--- src/hw/pgs_pkg.sv ---
// Purpose: shared constants of the pin group select and pull control block
// Assumes: 32-bit register bus with byte addresses, one word per register
// Notes:   offsets and the field layout of the group select word live here only
package pgs_pkg;

    // ------------------------
    // register map (byte addresses)
    // ------------------------
    localparam int         ADDR_W         = 5;
    localparam logic [4:0] OFS_WRITE_MASK = 5'h00;
    localparam logic [4:0] OFS_GROUP_SEL  = 5'h04;
    localparam logic [4:0] OFS_PULL_0     = 5'h08;
    localparam logic [4:0] OFS_PULL_3     = 5'h0c;
    localparam logic [4:0] OFS_STATUS     = 5'h10;

    // ------------------------
    // reset values
    // ------------------------
    localparam logic [31:0] RST_WRITE_MASK = 32'h0000_0000;
    localparam logic [31:0] RST_GROUP_SEL  = 32'h0000_0000;
    localparam logic [31:0] RST_PULL_0     = 32'h5d60_ffff;
    localparam logic [31:0] RST_PULL_3     = 32'hffff_ffff;

    // bits 11:0 of the group select word hold no storage
    localparam logic [31:0] GROUP_SEL_LIVE = 32'hffff_f000;

    // ------------------------
    // group select fields: lsb, width, number of pin groups
    // ------------------------
    localparam int S0_LSB = 30;
    localparam int S0_W   = 2;
    localparam int S0_N   = 4;
    localparam int S1_LSB = 28;
    localparam int S1_W   = 2;
    localparam int S1_N   = 3;
    localparam int S2_LSB = 26;
    localparam int S2_W   = 2;
    localparam int S2_N   = 3;
    localparam int S3_LSB = 25;
    localparam int S3_W   = 1;
    localparam int S3_N   = 2;
    localparam int S4_LSB = 22;
    localparam int S4_W   = 3;
    localparam int S4_N   = 5;
    localparam int AUDIO7_BIT = 14;
    localparam int AUDIO8_BIT = 13;

    // ------------------------
    // status word bits
    // ------------------------
    localparam int ST_ARMED       = 0;
    localparam int ST_REFUSED     = 1;
    localparam int ST_AUDIO_SPLIT = 2;

    // one-bit state: the two codes differ in one bit, Gray by construction
    typedef enum logic [0:0]
    {
        PGS_BUS_IDLE = 1'b0,
        PGS_BUS_DONE = 1'b1
    } pgs_bus_state_t;

endpackage : pgs_pkg

--- src/hw/pgs_group_route.sv ---
// Purpose: connects one serial interface to at most one of N pin groups
// Assumes: group code is static while the interface is in use
// Notes:   an undefined code connects no group; inputs then read idle high
`timescale 1ns/1ps
`default_nettype none

module pgs_group_route #(
    parameter int N  = 2,
    parameter int SW = 1
) (
    input  wire logic [SW-1:0] group_sel,
    input  wire logic [N-1:0]  pin_rx_in,
    input  wire logic [N-1:0]  pin_clk_in,
    output logic      [N-1:0]  pin_tx_out,
    output logic      [N-1:0]  pin_tx_oe,
    output logic               core_rxd,
    output logic               core_clk,
    input  wire logic          core_txd
);

    // ------------------------
    // group decode
    // ------------------------
    logic known;

    assign known = {1'b0, group_sel} < (SW+1)'(N);

    // ------------------------
    // input side: only the chosen group reaches the core
    // ------------------------
    always_comb
    begin
        core_rxd = 1'b1;
        core_clk = 1'b1;
        if (known)
        begin
            core_rxd = pin_rx_in[group_sel];
            core_clk = pin_clk_in[group_sel];
        end
    end

    // ------------------------
    // output side: only the chosen group drives
    // ------------------------
    always_comb
    begin
        for (int i = 0; i < N; i++)
        begin
            pin_tx_out[i] = core_txd;
            pin_tx_oe[i]  = known && ({1'b0, group_sel} == (SW+1)'(i));
        end
    end

endmodule : pgs_group_route

`default_nettype wire

--- src/hw/pgs_pin_group_ctrl.sv ---
// Purpose: pin group select, write mask and pull control registers with
//          the serial pin routing they steer
// Assumes: Avalon-MM slave, byte addresses, one 32-bit word per register
// Notes:   each access answers on the second clock edge after it appears
//
// How it works
// the group select word connects each serial interface to one pin group only
// software leaves pins of unselected groups unused; here they get transmit data but no output enable, and their inputs are ignored
// outputs without a group field are steered by software through function select
// software keeps audio channel 7 and 8 group bits equal; a mismatch shows in status
// a group select write is taken only right after a write to the write mask
// the group select word is read/write and resets to zero, first group everywhere
// bits 31:30 pick group 0 to 3 for serial 0 clock, receive and transmit
// bits 29:28 pick group 0 to 2 for serial 1; code 3 connects nothing
// bits 27:26 pick group 0 to 2 for serial 2; code 3 connects nothing
// bit 25 picks the primary or second group for serial 3
// bits 24:22 pick group 0 to 4 for serial 4 receive and transmit
// each pull control 0 bit enables one address or data pin pull when set
// pull control 0 is read/write and resets to 5d60ffff
// each pull control 3 bit enables one pin pull-up when set
// pull control 3 is read/write and resets to all ones
// group select bits 11:0 hold nothing, read zero and ignore writes
`timescale 1ns/1ps
`default_nettype none

module pgs_pin_group_ctrl (
    input  wire logic                      ref_clk,
    input  wire logic                      rst,
    // ------------------------
    // register bus
    // ------------------------
    input  wire logic [pgs_pkg::ADDR_W-1:0] address,
    input  wire logic                      read,
    input  wire logic                      write,
    input  wire logic [31:0]               writedata,
    input  wire logic [3:0]                byteenable,
    output logic      [31:0]               readdata,
    output logic                           waitrequest,
    // ------------------------
    // serial 0 pins and core side
    // ------------------------
    input  wire logic [pgs_pkg::S0_N-1:0]  serial0_rx_pin_in,
    input  wire logic [pgs_pkg::S0_N-1:0]  serial0_clk_pin_in,
    output logic      [pgs_pkg::S0_N-1:0]  serial0_tx_pin_out,
    output logic      [pgs_pkg::S0_N-1:0]  serial0_tx_pin_oe,
    output logic                           serial0_rxd,
    output logic                           serial0_clk,
    input  wire logic                      serial0_txd,
    // ------------------------
    // serial 1
    // ------------------------
    input  wire logic [pgs_pkg::S1_N-1:0]  serial1_rx_pin_in,
    input  wire logic [pgs_pkg::S1_N-1:0]  serial1_clk_pin_in,
    output logic      [pgs_pkg::S1_N-1:0]  serial1_tx_pin_out,
    output logic      [pgs_pkg::S1_N-1:0]  serial1_tx_pin_oe,
    output logic                           serial1_rxd,
    output logic                           serial1_clk,
    input  wire logic                      serial1_txd,
    // ------------------------
    // serial 2
    // ------------------------
    input  wire logic [pgs_pkg::S2_N-1:0]  serial2_rx_pin_in,
    input  wire logic [pgs_pkg::S2_N-1:0]  serial2_clk_pin_in,
    output logic      [pgs_pkg::S2_N-1:0]  serial2_tx_pin_out,
    output logic      [pgs_pkg::S2_N-1:0]  serial2_tx_pin_oe,
    output logic                           serial2_rxd,
    output logic                           serial2_clk,
    input  wire logic                      serial2_txd,
    // ------------------------
    // serial 3
    // ------------------------
    input  wire logic [pgs_pkg::S3_N-1:0]  serial3_rx_pin_in,
    input  wire logic [pgs_pkg::S3_N-1:0]  serial3_clk_pin_in,
    output logic      [pgs_pkg::S3_N-1:0]  serial3_tx_pin_out,
    output logic      [pgs_pkg::S3_N-1:0]  serial3_tx_pin_oe,
    output logic                           serial3_rxd,
    output logic                           serial3_clk,
    input  wire logic                      serial3_txd,
    // ------------------------
    // serial 4 has no clock pin
    // ------------------------
    input  wire logic [pgs_pkg::S4_N-1:0]  serial4_rx_pin_in,
    output logic      [pgs_pkg::S4_N-1:0]  serial4_tx_pin_out,
    output logic      [pgs_pkg::S4_N-1:0]  serial4_tx_pin_oe,
    output logic                           serial4_rxd,
    input  wire logic                      serial4_txd,
    // ------------------------
    // configuration seen by the rest of the pad ring
    // ------------------------
    output logic      [31:0]               group_select,
    output logic                           audio7_pin_group,
    output logic                           audio8_pin_group,
    output logic      [31:0]               pull_enable_0,
    output logic      [31:0]               pull_enable_3
);

    // ------------------------
    // helpers
    // ------------------------
    function automatic logic [31:0] merge_bytes(
        input logic [31:0] old_val,
        input logic [31:0] new_val,
        input logic [3:0]  be
    );
        logic [31:0] res;
        res = old_val;
        for (int b = 0; b < 4; b++)
            if (be[b])
                res[8*b +: 8] = new_val[8*b +: 8];
        return res;
    endfunction : merge_bytes

    // ------------------------
    // bus handshake
    // ------------------------
    pgs_pkg::pgs_bus_state_t bus_state_reg;
    pgs_pkg::pgs_bus_state_t bus_state_next;
    logic                    request;
    logic                    accept;
    assign request     = read || write;
    // one wait cycle: read data is fetched into a flop before it is shown
    assign waitrequest = request && (bus_state_reg != pgs_pkg::PGS_BUS_DONE);
    assign accept      = request && (bus_state_reg == pgs_pkg::PGS_BUS_DONE);

    always_comb
    begin
        case (bus_state_reg)
            pgs_pkg::PGS_BUS_IDLE:
            begin
                bus_state_next = request ? pgs_pkg::PGS_BUS_DONE : pgs_pkg::PGS_BUS_IDLE;
            end
            pgs_pkg::PGS_BUS_DONE: bus_state_next = pgs_pkg::PGS_BUS_IDLE;
            default:               bus_state_next = pgs_pkg::PGS_BUS_IDLE;
        endcase
    end

    always_ff @(posedge ref_clk or posedge rst)
    begin
        if (rst)
        begin
            bus_state_reg <= pgs_pkg::PGS_BUS_IDLE;
        end
        else
        begin
            bus_state_reg <= bus_state_next;
        end
    end

    // ------------------------
    // write decode
    // ------------------------
    logic wr_mask;
    logic wr_group;
    logic wr_pull0;
    logic wr_pull3;
    logic wr_status;
    assign wr_mask   = accept && write && (address == pgs_pkg::OFS_WRITE_MASK);
    assign wr_group  = accept && write && (address == pgs_pkg::OFS_GROUP_SEL);
    assign wr_pull0  = accept && write && (address == pgs_pkg::OFS_PULL_0);
    assign wr_pull3  = accept && write && (address == pgs_pkg::OFS_PULL_3);
    assign wr_status = accept && write && (address == pgs_pkg::OFS_STATUS);

    // ------------------------
    // write mask and unlock
    // ------------------------
    logic [31:0] write_mask_reg;
    logic        armed_reg;
    logic        refused_reg;
    logic        group_take;

    // the unlock lasts for exactly one following write, whatever its target
    assign group_take = wr_group && armed_reg;

    always_ff @(posedge ref_clk or posedge rst)
    begin
        if (rst)
        begin
            write_mask_reg <= pgs_pkg::RST_WRITE_MASK;
        end
        else if (wr_mask)
        begin
            write_mask_reg <= merge_bytes(write_mask_reg, writedata, byteenable);
        end
    end

    always_ff @(posedge ref_clk or posedge rst)
    begin
        if (rst)
        begin
            armed_reg <= 1'b0;
        end
        else if (accept && write)
        begin
            armed_reg <= wr_mask;
        end
    end

    // sticky record of a group select write without unlock; set beats clear
    always_ff @(posedge ref_clk or posedge rst)
    begin
        if (rst)
        begin
            refused_reg <= 1'b0;
        end
        else if (wr_group && !armed_reg)
        begin
            refused_reg <= 1'b1;
        end
        else if (wr_status && byteenable[0] && writedata[pgs_pkg::ST_REFUSED])
        begin
            refused_reg <= 1'b0;
        end
    end

    // ------------------------
    // group select and pull control storage
    // ------------------------
    logic [31:0] group_sel_reg;
    logic [31:0] pull0_reg;
    logic [31:0] pull3_reg;

    always_ff @(posedge ref_clk or posedge rst)
    begin
        if (rst)
        begin
            group_sel_reg <= pgs_pkg::RST_GROUP_SEL;
        end
        else if (group_take)
        begin
            group_sel_reg <= merge_bytes(group_sel_reg, writedata, byteenable)
                             & pgs_pkg::GROUP_SEL_LIVE;
        end
    end

    always_ff @(posedge ref_clk or posedge rst)
    begin
        if (rst)
        begin
            pull0_reg <= pgs_pkg::RST_PULL_0;
        end
        else if (wr_pull0)
        begin
            pull0_reg <= merge_bytes(pull0_reg, writedata, byteenable);
        end
    end

    always_ff @(posedge ref_clk or posedge rst)
    begin
        if (rst)
        begin
            pull3_reg <= pgs_pkg::RST_PULL_3;
        end
        else if (wr_pull3)
        begin
            pull3_reg <= merge_bytes(pull3_reg, writedata, byteenable);
        end
    end

    assign pull_enable_0 = pull0_reg;
    assign pull_enable_3 = pull3_reg;
    assign group_select  = group_sel_reg;

    // ------------------------
    // audio channel groups
    // ------------------------
    logic audio_split;

    assign audio7_pin_group = group_sel_reg[pgs_pkg::AUDIO7_BIT];
    assign audio8_pin_group = group_sel_reg[pgs_pkg::AUDIO8_BIT];
    // only flagged: the block cannot know whether both channels are in use
    assign audio_split      = audio7_pin_group != audio8_pin_group;

    // ------------------------
    // read path
    // ------------------------
    logic [31:0] read_word;

    always_comb
    begin
        read_word = 32'h0000_0000;
        case (address)
            pgs_pkg::OFS_WRITE_MASK: read_word = write_mask_reg;
            pgs_pkg::OFS_GROUP_SEL:  read_word = group_sel_reg;
            pgs_pkg::OFS_PULL_0:     read_word = pull0_reg;
            pgs_pkg::OFS_PULL_3:     read_word = pull3_reg;
            pgs_pkg::OFS_STATUS:
            begin
                read_word[pgs_pkg::ST_ARMED]       = armed_reg;
                read_word[pgs_pkg::ST_REFUSED]     = refused_reg;
                read_word[pgs_pkg::ST_AUDIO_SPLIT] = audio_split;
            end
            default:                 read_word = 32'h0000_0000;
        endcase
    end

    always_ff @(posedge ref_clk or posedge rst)
    begin
        if (rst)
        begin
            readdata <= 32'h0000_0000;
        end
        else if (read && (bus_state_reg == pgs_pkg::PGS_BUS_IDLE))
        begin
            readdata <= read_word;
        end
    end

    // ------------------------
    // pin routing; unselected groups neither drive nor feed the core
    // ------------------------
    pgs_group_route #(.N(pgs_pkg::S0_N), .SW(pgs_pkg::S0_W)) u_route_serial0 (
        .group_sel  (group_sel_reg[pgs_pkg::S0_LSB +: pgs_pkg::S0_W]),
        .pin_rx_in  (serial0_rx_pin_in),
        .pin_clk_in (serial0_clk_pin_in),
        .pin_tx_out (serial0_tx_pin_out),
        .pin_tx_oe  (serial0_tx_pin_oe),
        .core_rxd   (serial0_rxd),
        .core_clk   (serial0_clk),
        .core_txd   (serial0_txd)
    );

    pgs_group_route #(.N(pgs_pkg::S1_N), .SW(pgs_pkg::S1_W)) u_route_serial1 (
        .group_sel  (group_sel_reg[pgs_pkg::S1_LSB +: pgs_pkg::S1_W]),
        .pin_rx_in  (serial1_rx_pin_in),
        .pin_clk_in (serial1_clk_pin_in),
        .pin_tx_out (serial1_tx_pin_out),
        .pin_tx_oe  (serial1_tx_pin_oe),
        .core_rxd   (serial1_rxd),
        .core_clk   (serial1_clk),
        .core_txd   (serial1_txd)
    );

    pgs_group_route #(.N(pgs_pkg::S2_N), .SW(pgs_pkg::S2_W)) u_route_serial2 (
        .group_sel  (group_sel_reg[pgs_pkg::S2_LSB +: pgs_pkg::S2_W]),
        .pin_rx_in  (serial2_rx_pin_in),
        .pin_clk_in (serial2_clk_pin_in),
        .pin_tx_out (serial2_tx_pin_out),
        .pin_tx_oe  (serial2_tx_pin_oe),
        .core_rxd   (serial2_rxd),
        .core_clk   (serial2_clk),
        .core_txd   (serial2_txd)
    );

    pgs_group_route #(.N(pgs_pkg::S3_N), .SW(pgs_pkg::S3_W)) u_route_serial3 (
        .group_sel  (group_sel_reg[pgs_pkg::S3_LSB +: pgs_pkg::S3_W]),
        .pin_rx_in  (serial3_rx_pin_in),
        .pin_clk_in (serial3_clk_pin_in),
        .pin_tx_out (serial3_tx_pin_out),
        .pin_tx_oe  (serial3_tx_pin_oe),
        .core_rxd   (serial3_rxd),
        .core_clk   (serial3_clk),
        .core_txd   (serial3_txd)
    );

    // no clock on this interface, so the clock path is fed idle high
    pgs_group_route #(.N(pgs_pkg::S4_N), .SW(pgs_pkg::S4_W)) u_route_serial4 (
        .group_sel  (group_sel_reg[pgs_pkg::S4_LSB +: pgs_pkg::S4_W]),
        .pin_rx_in  (serial4_rx_pin_in),
        .pin_clk_in ({pgs_pkg::S4_N{1'b1}}),
        .pin_tx_out (serial4_tx_pin_out),
        .pin_tx_oe  (serial4_tx_pin_oe),
        .core_rxd   (serial4_rxd),
        .core_clk   (),
        .core_txd   (serial4_txd)
    );

endmodule : pgs_pin_group_ctrl

`default_nettype wire

--- config.mk ---
export PLATFORM = sky130hd
export DESIGN_NAME = pgs_pin_group_ctrl
export DESIGN_NICKNAME = d
export VERILOG_FILES = /design/src/hw/pgs_pkg.sv /design/src/hw/pgs_group_route.sv /design/src/hw/pgs_pin_group_ctrl.sv
export SDC_FILE = /design/constraint.sdc
export NUM_CORES = 1
export LEC_CHECK = 0
export BUFFER_PORTS_ARGS = -buffer_cell sky130_fd_sc_hd__buf_2
export CAP_MARGIN = 25
export CORE_MARGIN = 5
export CORE_UTILIZATION = 52
export CTS_BUF_LIST = sky130_fd_sc_hd__clkbuf_8
export DETAILED_ROUTE_END_ITERATION = 8
export GPL_TIMING_DRIVEN = 0
export PLACE_DENSITY = 0.83
export SYNTH_ARGS = -nofsm -noshare
export SYNTH_HDL_FRONTEND = slang
export SYNTH_SLANG_ARGS = --single-unit
--- constraint.sdc ---
create_clock -name ref_clk -period 5.1 [get_ports ref_clk]
set_input_delay 0.51 -clock ref_clk [delete_from_list [all_inputs] [get_ports ref_clk]]
set_output_delay 0.51 -clock ref_clk [all_outputs]
set_load 0.02 [all_outputs]
# After elaboration in Yosys (flattened, before gate mapping)
# Cells that the tools add are included.
dict set report totals {
  regBits 151
}
dict set report op_classes {
  n_reduce_logical 47
  n_bitwise 2
  mux 29
  magnitude_cmp 8
  eq_ne 16
}
# op n
set op_table {}
lappend op_table {{one-hot mux 29 bit (4 select lines)} 1}
lappend op_table {{AND reduction 2 bit} 15}
lappend op_table {{logical AND 1 bit} 24}
lappend op_table {{2-to-1 mux 1 bit} 19}
lappend op_table {{binary-select mux 1 bit (select 2 bit)} 6}
lappend op_table {{one-hot mux 3 bit (4 select lines)} 1}
lappend op_table {{== test 5 x 4 -> 1 bit (second input constant)} 2}
lappend op_table {{less-than comparator 2 x 3 -> 1 bit (second input constant)} 3}
lappend op_table {{== test 2 bit (second input constant)} 4}
lappend op_table {{== test 2 x 1 -> 1 bit (second input constant)} 3}
lappend op_table {{== test 3 x 2 -> 1 bit (second input constant)} 2}
lappend op_table {{logical NOT 2 bit} 3}
lappend op_table {{== test 5 x 3 -> 1 bit (second input constant)} 1}
lappend op_table {{== test 5 bit (second input constant)} 1}
lappend op_table {{logical NOT 5 bit} 1}
lappend op_table {{less-than comparator 2 bit (second input constant)} 2}
lappend op_table {{less-than comparator 3 x 4 -> 1 bit (second input constant)} 1}
lappend op_table {{binary-select mux 1 bit (select 3 bit)} 1}
lappend op_table {{== test 3 x 1 -> 1 bit (second input constant)} 1}
lappend op_table {{== test 3 bit (second input constant)} 1}
lappend op_table {{logical NOT 3 bit} 1}
lappend op_table {{less-than comparator 3 bit (second input constant)} 1}
lappend op_table {{less-than comparator 1 x 2 -> 1 bit (second input constant)} 1}
lappend op_table {{NOT 1 bit} 2}
lappend op_table {{5 further kinds} 5}

# Logic depth before layout (Yosys ltp)
# Gate-level depths: netlist of run 1.
dict set report logic_depth {
  ltp_word 8
  mapped_depth 6
}

# Cells and area by module
# A second synthesis of run 1 with hierarchy kept.
dict set report unflattened {
  cells_unflattened 504
  area_unflattened_um2 7185.6
}
# module cells_per_inst instances area_each_um2
set modules_own_cells {}
lappend modules_own_cells {pgs_pin_group_ctrl 442 1 6688.9}
lappend modules_own_cells {{pgs_group_route (u_route_serial4)} 24 1 171.4}
lappend modules_own_cells {{pgs_group_route (u_route_serial1 ...)} 11 2 85.1}
lappend modules_own_cells {{pgs_group_route (u_route_serial0)} 10 1 106.4}
lappend modules_own_cells {{pgs_group_route (u_route_serial3)} 6 1 48.8}

# Worst setup path before layout of run 1
# OpenSTA, ideal clock, no wires.
dict set report synth_timing {
  path_kind {input to register}
  from {in address[3] in the netlist's numbering}
  to {reg readdata[12]}
  setup_time_ps 121
  arrival_ps 1716
  required_time_ps 4979
  path_buffers 2
  stages 4
  path_slack_ps 3263
  cell_sequence {buf_4 -> buf_2 -> mux4_2 -> a22o_1}
}
dict set report synth_between {
  elab_chain_cells 2
}
# element line_no
set synth_rtl {}
lappend synth_rtl {{start, declared} pgs_pin_group_ctrl.sv:32} ;# input wire logic [pgs_pkg::ADDR_W-1:0] address,
lappend synth_rtl {{== test 5 x 4 -> 1 bit (tied with other cells)} pgs_pin_group_ctrl.sv:281} ;# case (address)
lappend synth_rtl {{one-hot mux 29 bit (4 select lines) (*)} pgs_pin_group_ctrl.sv:281}
lappend synth_rtl {{end signal, assigned} pgs_pin_group_ctrl.sv:304} ;# readdata <= read_word;
lappend synth_rtl {{end, declared} pgs_pin_group_ctrl.sv:37} ;# output logic [31:0] readdata,
# Every way passes the cells marked *; elsewhere a longest branch is shown, timed or not.
# A chain may end at the register's enable or synchronous reset.

# Worst setup path after layout of run 1
dict set report layout_timing {
  from {reg group_sel_reg[22] (netlist: group_select[22])}
  to {out serial4_rxd}
}
dict set report layout_between {
  elab_chain_cells 3
}
# element line_no
set layout_rtl {}
lappend layout_rtl {{start, declared} pgs_pin_group_ctrl.sv:218} ;# logic [31:0] group_sel_reg;
lappend layout_rtl {{start signal, assigned} pgs_pin_group_ctrl.sv:226} ;# group_sel_reg <= pgs_pkg::RST_GROUP_SEL;
lappend layout_rtl {{start signal, assigned} pgs_pin_group_ctrl.sv:230} ;# group_sel_reg <= merge_bytes(group_sel_reg, writedata, byteenable)
lappend layout_rtl {{binary-select mux 1 bit (select 3 bit)} pgs_group_route.sv:37} ;# core_rxd = pin_rx_in[group_sel];
lappend layout_rtl {{2-to-1 mux 1 bit (not written as such)} pgs_group_route.sv:37}
lappend layout_rtl {{2-to-1 mux 1 bit (*)} pgs_group_route.sv:35} ;# if (known)
lappend layout_rtl {{end, declared} pgs_pin_group_ctrl.sv:85} ;# output logic serial4_rxd,
# Every way passes the cells marked *; elsewhere a longest branch is shown, timed or not. The select of a mux whose other input is x is not followed.

==> results of run 1 <==
==> metal layers <==
metal	part of all wire	up-vias	track usage
met3	0.095	32	0.0871
li1	-	2391	-
met1	0.38	2692	0.286
met2	0.51	240	0.409
met5	0	-	0
met4	0.021	0	0.0886
==> cell type report <==
type / instances / area share
flip-flops and latches: 151 / 0.425
multi-input cells: 307 / 0.328
repair buffers: 234 / 0.132
plain buffers: 60 / 0.0436
clock buffers: 19 / 0.0289
well taps: 180 / 0.0249
clock inverters: 13 / 0.0142
inverters: 8 / 0.00387
==> Yosys cell counts, types with 2 or more instances <==
| cell type | number | share of area |
|---|---|---|
| nor4b_1 | 2 | 0.0024 |
| buf_2 | 10 | 0.0069 |
| nand4_1 | 5 | 0.0043 |
| a211oi_1 | 4 | 0.0042 |
| o21ai_0 | 11 | 0.0076 |
| nor2b_1 | 14 | 0.012 |
| and3_1 | 11 | 0.0096 |
| nor4_1 | 2 | 0.0017 |
| a21oi_1 | 6 | 0.0042 |
| nand2b_1 | 2 | 0.0017 |
| nand3_2 | 5 | 0.0069 |
| nand4_2 | 2 | 0.0035 |
| nand2_1 | 16 | 0.0083 |
| nor2_1 | 9 | 0.0047 |
| a22oi_1 | 11 | 0.011 |
| clkbuf_1 | 9 | 0.0047 |
| mux2_2 | 132 | 0.21 |
| o211ai_1 | 4 | 0.0042 |
| inv_1 | 8 | 0.0042 |
| dfstp_2 | 55 | 0.20 |
| a22o_1 | 19 | 0.023 |
| mux4_2 | 21 | 0.066 |
| nor3_1 | 2 | 0.0014 |
| buf_4 | 40 | 0.042 |
| and2_1 | 2 | 0.0017 |
| dfrtp_1 | 96 | 0.33 |
==> through the flow <==
| step | setup TNS, ns | utilization | std cells |
|---|---|---|---|
| after floorplan | 0 | - | 526 |
| after detailed placement | 0 | 0.632 | 940 |
| final | 0 | 0.660 | 972 |
| after CTS | 0 | 0.660 | 972 |
| after global routing | 0 | 0.660 | 972 |
| after global placement | -74.31 | 0.630 | 939 |
==> how the worst max path moves through the flow <==
stage,slack [ns],start,end,cells past startpoint
floorplan,0.62,rst,armed_reg$_DFFE_PP0N_,1
global placement,-0.79,rst,pull_enable_0[20]$_DFFE_PP0P_,2
detailed placement,2.90,address[2],readdata[13]$_DFFE_PP0P_,5
CTS,2.68,group_select[22]$_DFFE_PP0P_,serial4_rxd,5
global route,2.55,group_select[22]$_DFFE_PP0P_,serial4_rxd,5
finish,2.67,group_select[22]$_DFFE_PP0P_,serial4_rxd,5
==> logic make-up (layout without fill, tap and decap cells) <==
kind of cell | Yosys count | in the layout | synth area share
XOR/XNOR | 1 | 1 | 0.00122
AO/OA/AOI/OAI | 61 | 61 | 0.0615
AND/OR/NAND/NOR | 80 | 80 | 0.0719
buffers and inverters | 68 | 334 | 0.0590
other | 1 | 12 | 0.000520
flip-flops | 151 | 151 | 0.534
multiplexers | 153 | 153 | 0.272
==> report_power, final <==
group,internal (mW),switching [mW]
Clock,0.456,0.443
Combinational,0.174,0.230
Sequential,1.30,0.0515
==> results.md, run 1 <==
- Status: finished clean
- CP Launch Type: flip-flop
- Critical path endpoint category: primary output
- Die Ht: 128 um
- Final Hold Viols: 0
- CORE AREA: 13,700 sq um
- Root Buffer Master: clkbuf_8
- Die width: 128 um
- Routed Antenna Nets: 0
- Later-pin clock latency in the skew report: 0.45 ns
- Worst slew pin tran: 0.772 ns
- CP top delay family: compound AO/OA/AOI/OAI gates
- Storage cell area: 3850 sq um
- Initial antenna violation count: 0
- Max IR drop VDD: 230 uV
- HP Class: primary input to async pin
- CTS Hold Bufs: 0
- FILL cells: 1,037
- Synthesis Warnings: 0
- Layout Nets: 858
- Reg2Reg Launch Point: bus_state_reg$_DFF_PP0_
- Most common cell after layout, fill and taps aside: buf_2
- Post-CTS sizing: 0
- # port buffers: 233
- Pre-antenna DRT Iters: 4
- CTS Buffer Depth: 2
- Area of the multi-input gates: 2970 sq um
- Final Setup Violations: 0
- Critical Path Slowest Stage Cell: a2111oi_0
- Routability cong.: 0.862
- Design area: 9060 sq um
- RSZ-0062 raised after global routing: no
- Total power draw: 2.65 mW
- Initial Util: 0.525
- GR Util All Layers: 0.242
- Sequential area share after synthesis: 0.534
- Routed via count: 5,355
- Antenna Cells: 0
- Iter 0 DRT Violations: 255
- Overflow after GRT: 0
- Pwr Density: 293 nW/um^2
- Num CTS Buffers: 17
- Post-CTS Repair Setup Buffers: 0
- Min Clock Period, post-route: 2.43 ns
- Drt drc: 0
- Hold WS: 0.133 ns
- Setup WS post-layout: 2.67 ns
- Drt wl/cell: 20.0 um
- Share of layout cells above drive strength 1: 0.682
- FFs w/ async S/R, synth: 1.00
- Worst path max stage delay: 0.41 ns
- Setup WS pre-CTS: 2.90 ns
- Row Count: 43
- Via-to-Cell Ratio: 5.51
- Main synth FF type: dfrtp_1
- Syn Std Cell Area: 7210 sq um
- Reg clk slew, reported paths: 0.08 ns
- Crit Path Max Fanout: 9
- Vias in the first global route: 5,738
- Unique masters post-synth: 43
- Htree depth: 4
- Synth Area per Inst: 14.0 sq um
- Crit Path Class: flip-flop to primary output
- Worst r2r path cells: 5
- Skew final: 0.00785 ns
- Number of synthesized flops with an enable pin: 0
- Die ar.: 16,300 sq um
- Yosys reg bits: 151
- Placed inst area: 8670 sq um
- First-pass GRT wire length: 30,700 um
- Overall routed net length: 19,400 um
- LEAKAGE: 4.71 nW
- FMAX: 412 MHz
- Boundary Pins: 253
- CTS tree: done
- Final Max Slew Viols: 0
- Area grow syn2layout: 25.8%
- Pin count of the biggest net entering global routing: 91
- Clock Sinks: 151
- Synth Instances: 515
- Crit path buffers/inverters: 2
- R2R Setup Slk: 3.22 ns
- R2r endpoint: readdata[29]$_DFFE_PP0P_
- Final Cycle Share: 0.476
- Max_slew headroom: 0.485
- CP required: 4.59 ns
- HPWL after DPL: 14,200 um
- CP arrival: 1.92 ns
- Max-Cap Viols: 0
- Most frequent cells in the layout: buf_2, mux2_2, dfrtp_1
- CP Cell Sequence: clkbuf_1, nor2b_1, a2111oi_0, a21oi_1, buf_2
Power figures use the tool's default switching activity.
==> run 2: changes to the inputs <==
- clock period: 5.1 -> 2.38 ns (I/O delays scaled with it)
==> run 2 against run 1 <==
Against the previous run:
- non-clock buffer count up 3
- sequential power up 110%
- wire length fell by 0.14%
- global-route usage shrank 0.14 points
- sequential cell count unchanged
- power grew 130%
- utilization rose by 0.84 points
- count of clock-buffer cells in the layout up 4
- largest power group unchanged
- highest routed layer unchanged
==> results.md, run 2 (same netlist as run 1, synthesis figures left out) <==
- CTS Buffer Depth: 2
- Layout Nets: 861
- Pre-antenna DRT Iters: 4
- Boundary Pins: 253
- CP Launch Type: flip-flop
- Max_slew headroom: 0.438
- Max IR drop VDD: 587 uV
- Later-pin clock latency in the skew report: 0.45 ns
- Drt drc: 0
- Routability cong.: 0.848
- # port buffers: 233
- Total power draw: 5.98 mW
- CTS tree: done
- Share of layout cells above drive strength 1: 0.679
- GR Util All Layers: 0.241
- Pin count of the biggest net entering global routing: 47
- Final Setup Violations: 0
- Non-Filler Instances: 976
- Area grow syn2layout: 27.3%
- Num CTS Buffers: 17
- FMAX: 475 MHz
- Final Max Slew Viols: 0
- HPWL after DPL: 14,400 um
- Design area: 9180 sq um
- Reg clk slew, reported paths: 0.08 ns
- Iter 0 DRT Violations: 298
- Routed via count: 5,358
- Clock Sinks: 151
- Hold WS: 0.0478 ns
- Final Hold Viols: 0
- Critical path endpoint category: primary output
- HP Class: primary input to flip-flop
- Die ar.: 16,300 sq um
- Post-CTS Repair Setup Buffers: 0
- Max-Cap Viols: 0
- Htree depth: 4
- LEAKAGE: 4.77 nW
- Initial Util: 0.525
- Placed cells: 942
- CP required: 2.14 ns
- Min Clock Period, post-route: 2.10 ns
- Initial antenna violation count: 1
- Routed Antenna Nets: 0
- Status: finished clean
- Skew final: 0.0112 ns
- Drt wl/cell: 19.9 um
- First-pass GRT wire length: 30,300 um
- Crit Path Max Fanout: 9
- Pwr Density: 652 nW/um^2
- Worst slew pin tran: 0.843 ns
- CP arrival: 1.87 ns
- Most common cell after layout, fill and taps aside: buf_2
- Row Count: 43
- Die Ht: 128 um
- Worst r2r path cells: 4
- Root Buffer Master: clkbuf_8
- Die width: 128 um
- Hold Path Cell Cnt: 2
- Overflow after GRT: 0
- Overall routed net length: 19,400 um
- Final Cycle Share: 0.884
- Crit Path Class: flip-flop to primary output
- Placed inst area: 8700 sq um
- RSZ-0062 raised after global routing: no
- Via-to-Cell Ratio: 5.49
- Vias in the first global route: 5,695
- Most frequent cells in the layout: buf_2, mux2_2, dfrtp_1
- CORE AREA: 13,700 sq um
## run 2: cell count changes in the layout (fill, tap and decap cells not counted), sizes merged
cell / delta
bufinv: +2
clkbuf: +4
clkinv: -4
dlygate4sd3: +1
clkinvlp: -2
buf: +2
diode: +1
## run 2: layer usage
layer	routed length, um	track usage	vias up
met3	1900	0.0833	36
li1	-	-	2391
met2	9810	0.413	240
met5	0	0	-
met1	7260	0.278	2691
met4	448	0.0961	0
## run 2: timing repair
action                    CTS  global route
hold endpoints to repair   20             0
gates resized for setup     0             0
hold buffers                1             0
## run 2: through the flow
stage | worst slack, ns | setup TNS, ns | util
3_3_place_gp | -0.522 | -49.24 | 0.630
4_1_cts | 0.266 | 0 | 0.669
2_1_floorplan | 0.284 | 0 | -
3_5_place_dp | 0.435 | 0 | 0.634
6_report | 0.277 | 0 | 0.669
5_1_grt | 0.103 | 0 | 0.669
## run 2: worst max-delay path, stage by stage, from the launching register on
cell       delay, ns
dfrtp_1         0.35
clkbuf_1        0.30
nor2b_1         0.09
a2111oi_0       0.44
a21oi_1         0.07
buf_2           0.18
## run 2: layout make-up
class / count / area (sq um)
fillers: 1033 / 4540
flip-flops and latches: 151 / 3850
multi-input cells: 307 / 2970
repair buffers: 237 / 1240
plain buffers: 60 / 395
clock buffers: 23 / 317
well taps: 180 / 225
clock inverters: 9 / 145
inverters: 8 / 33.8
diodes: 1 / 2.50
## run 2: path summary, 6_finish.rpt
kind	startpoint	to	slack, ns
hold reg to reg	readdata[8]$_DFFE_PP0P_	readdata[8]$_DFFE_PP0P_	0.49
setup / recovery	group_select[22]$_DFFE_PP0P_	serial4_rxd	0.28
setup reg to reg	bus_state_reg$_DFF_PP0_	readdata[13]$_DFFE_PP0P_	0.50
hold / removal	writedata[0]	pull_enable_0[0]$_DFFE_PP1P_	0.05
max in group asynchronous	rst	pull_enable_0[12]$_DFFE_PP1P_	0.90
min in group asynchronous	rst	write_mask_reg[2]$_DFFE_PP0P_	0.47
## run 2: report_power, final
part,internal [mW],total [mW],switching (mW),leakage (nW)
sequential,2.78,2.89,0.110,1.89
combinational,0.380,0.872,0.493,2.64
clock,1.30,2.22,0.919,0.241
total,4.46,5.98,1.52,4.77
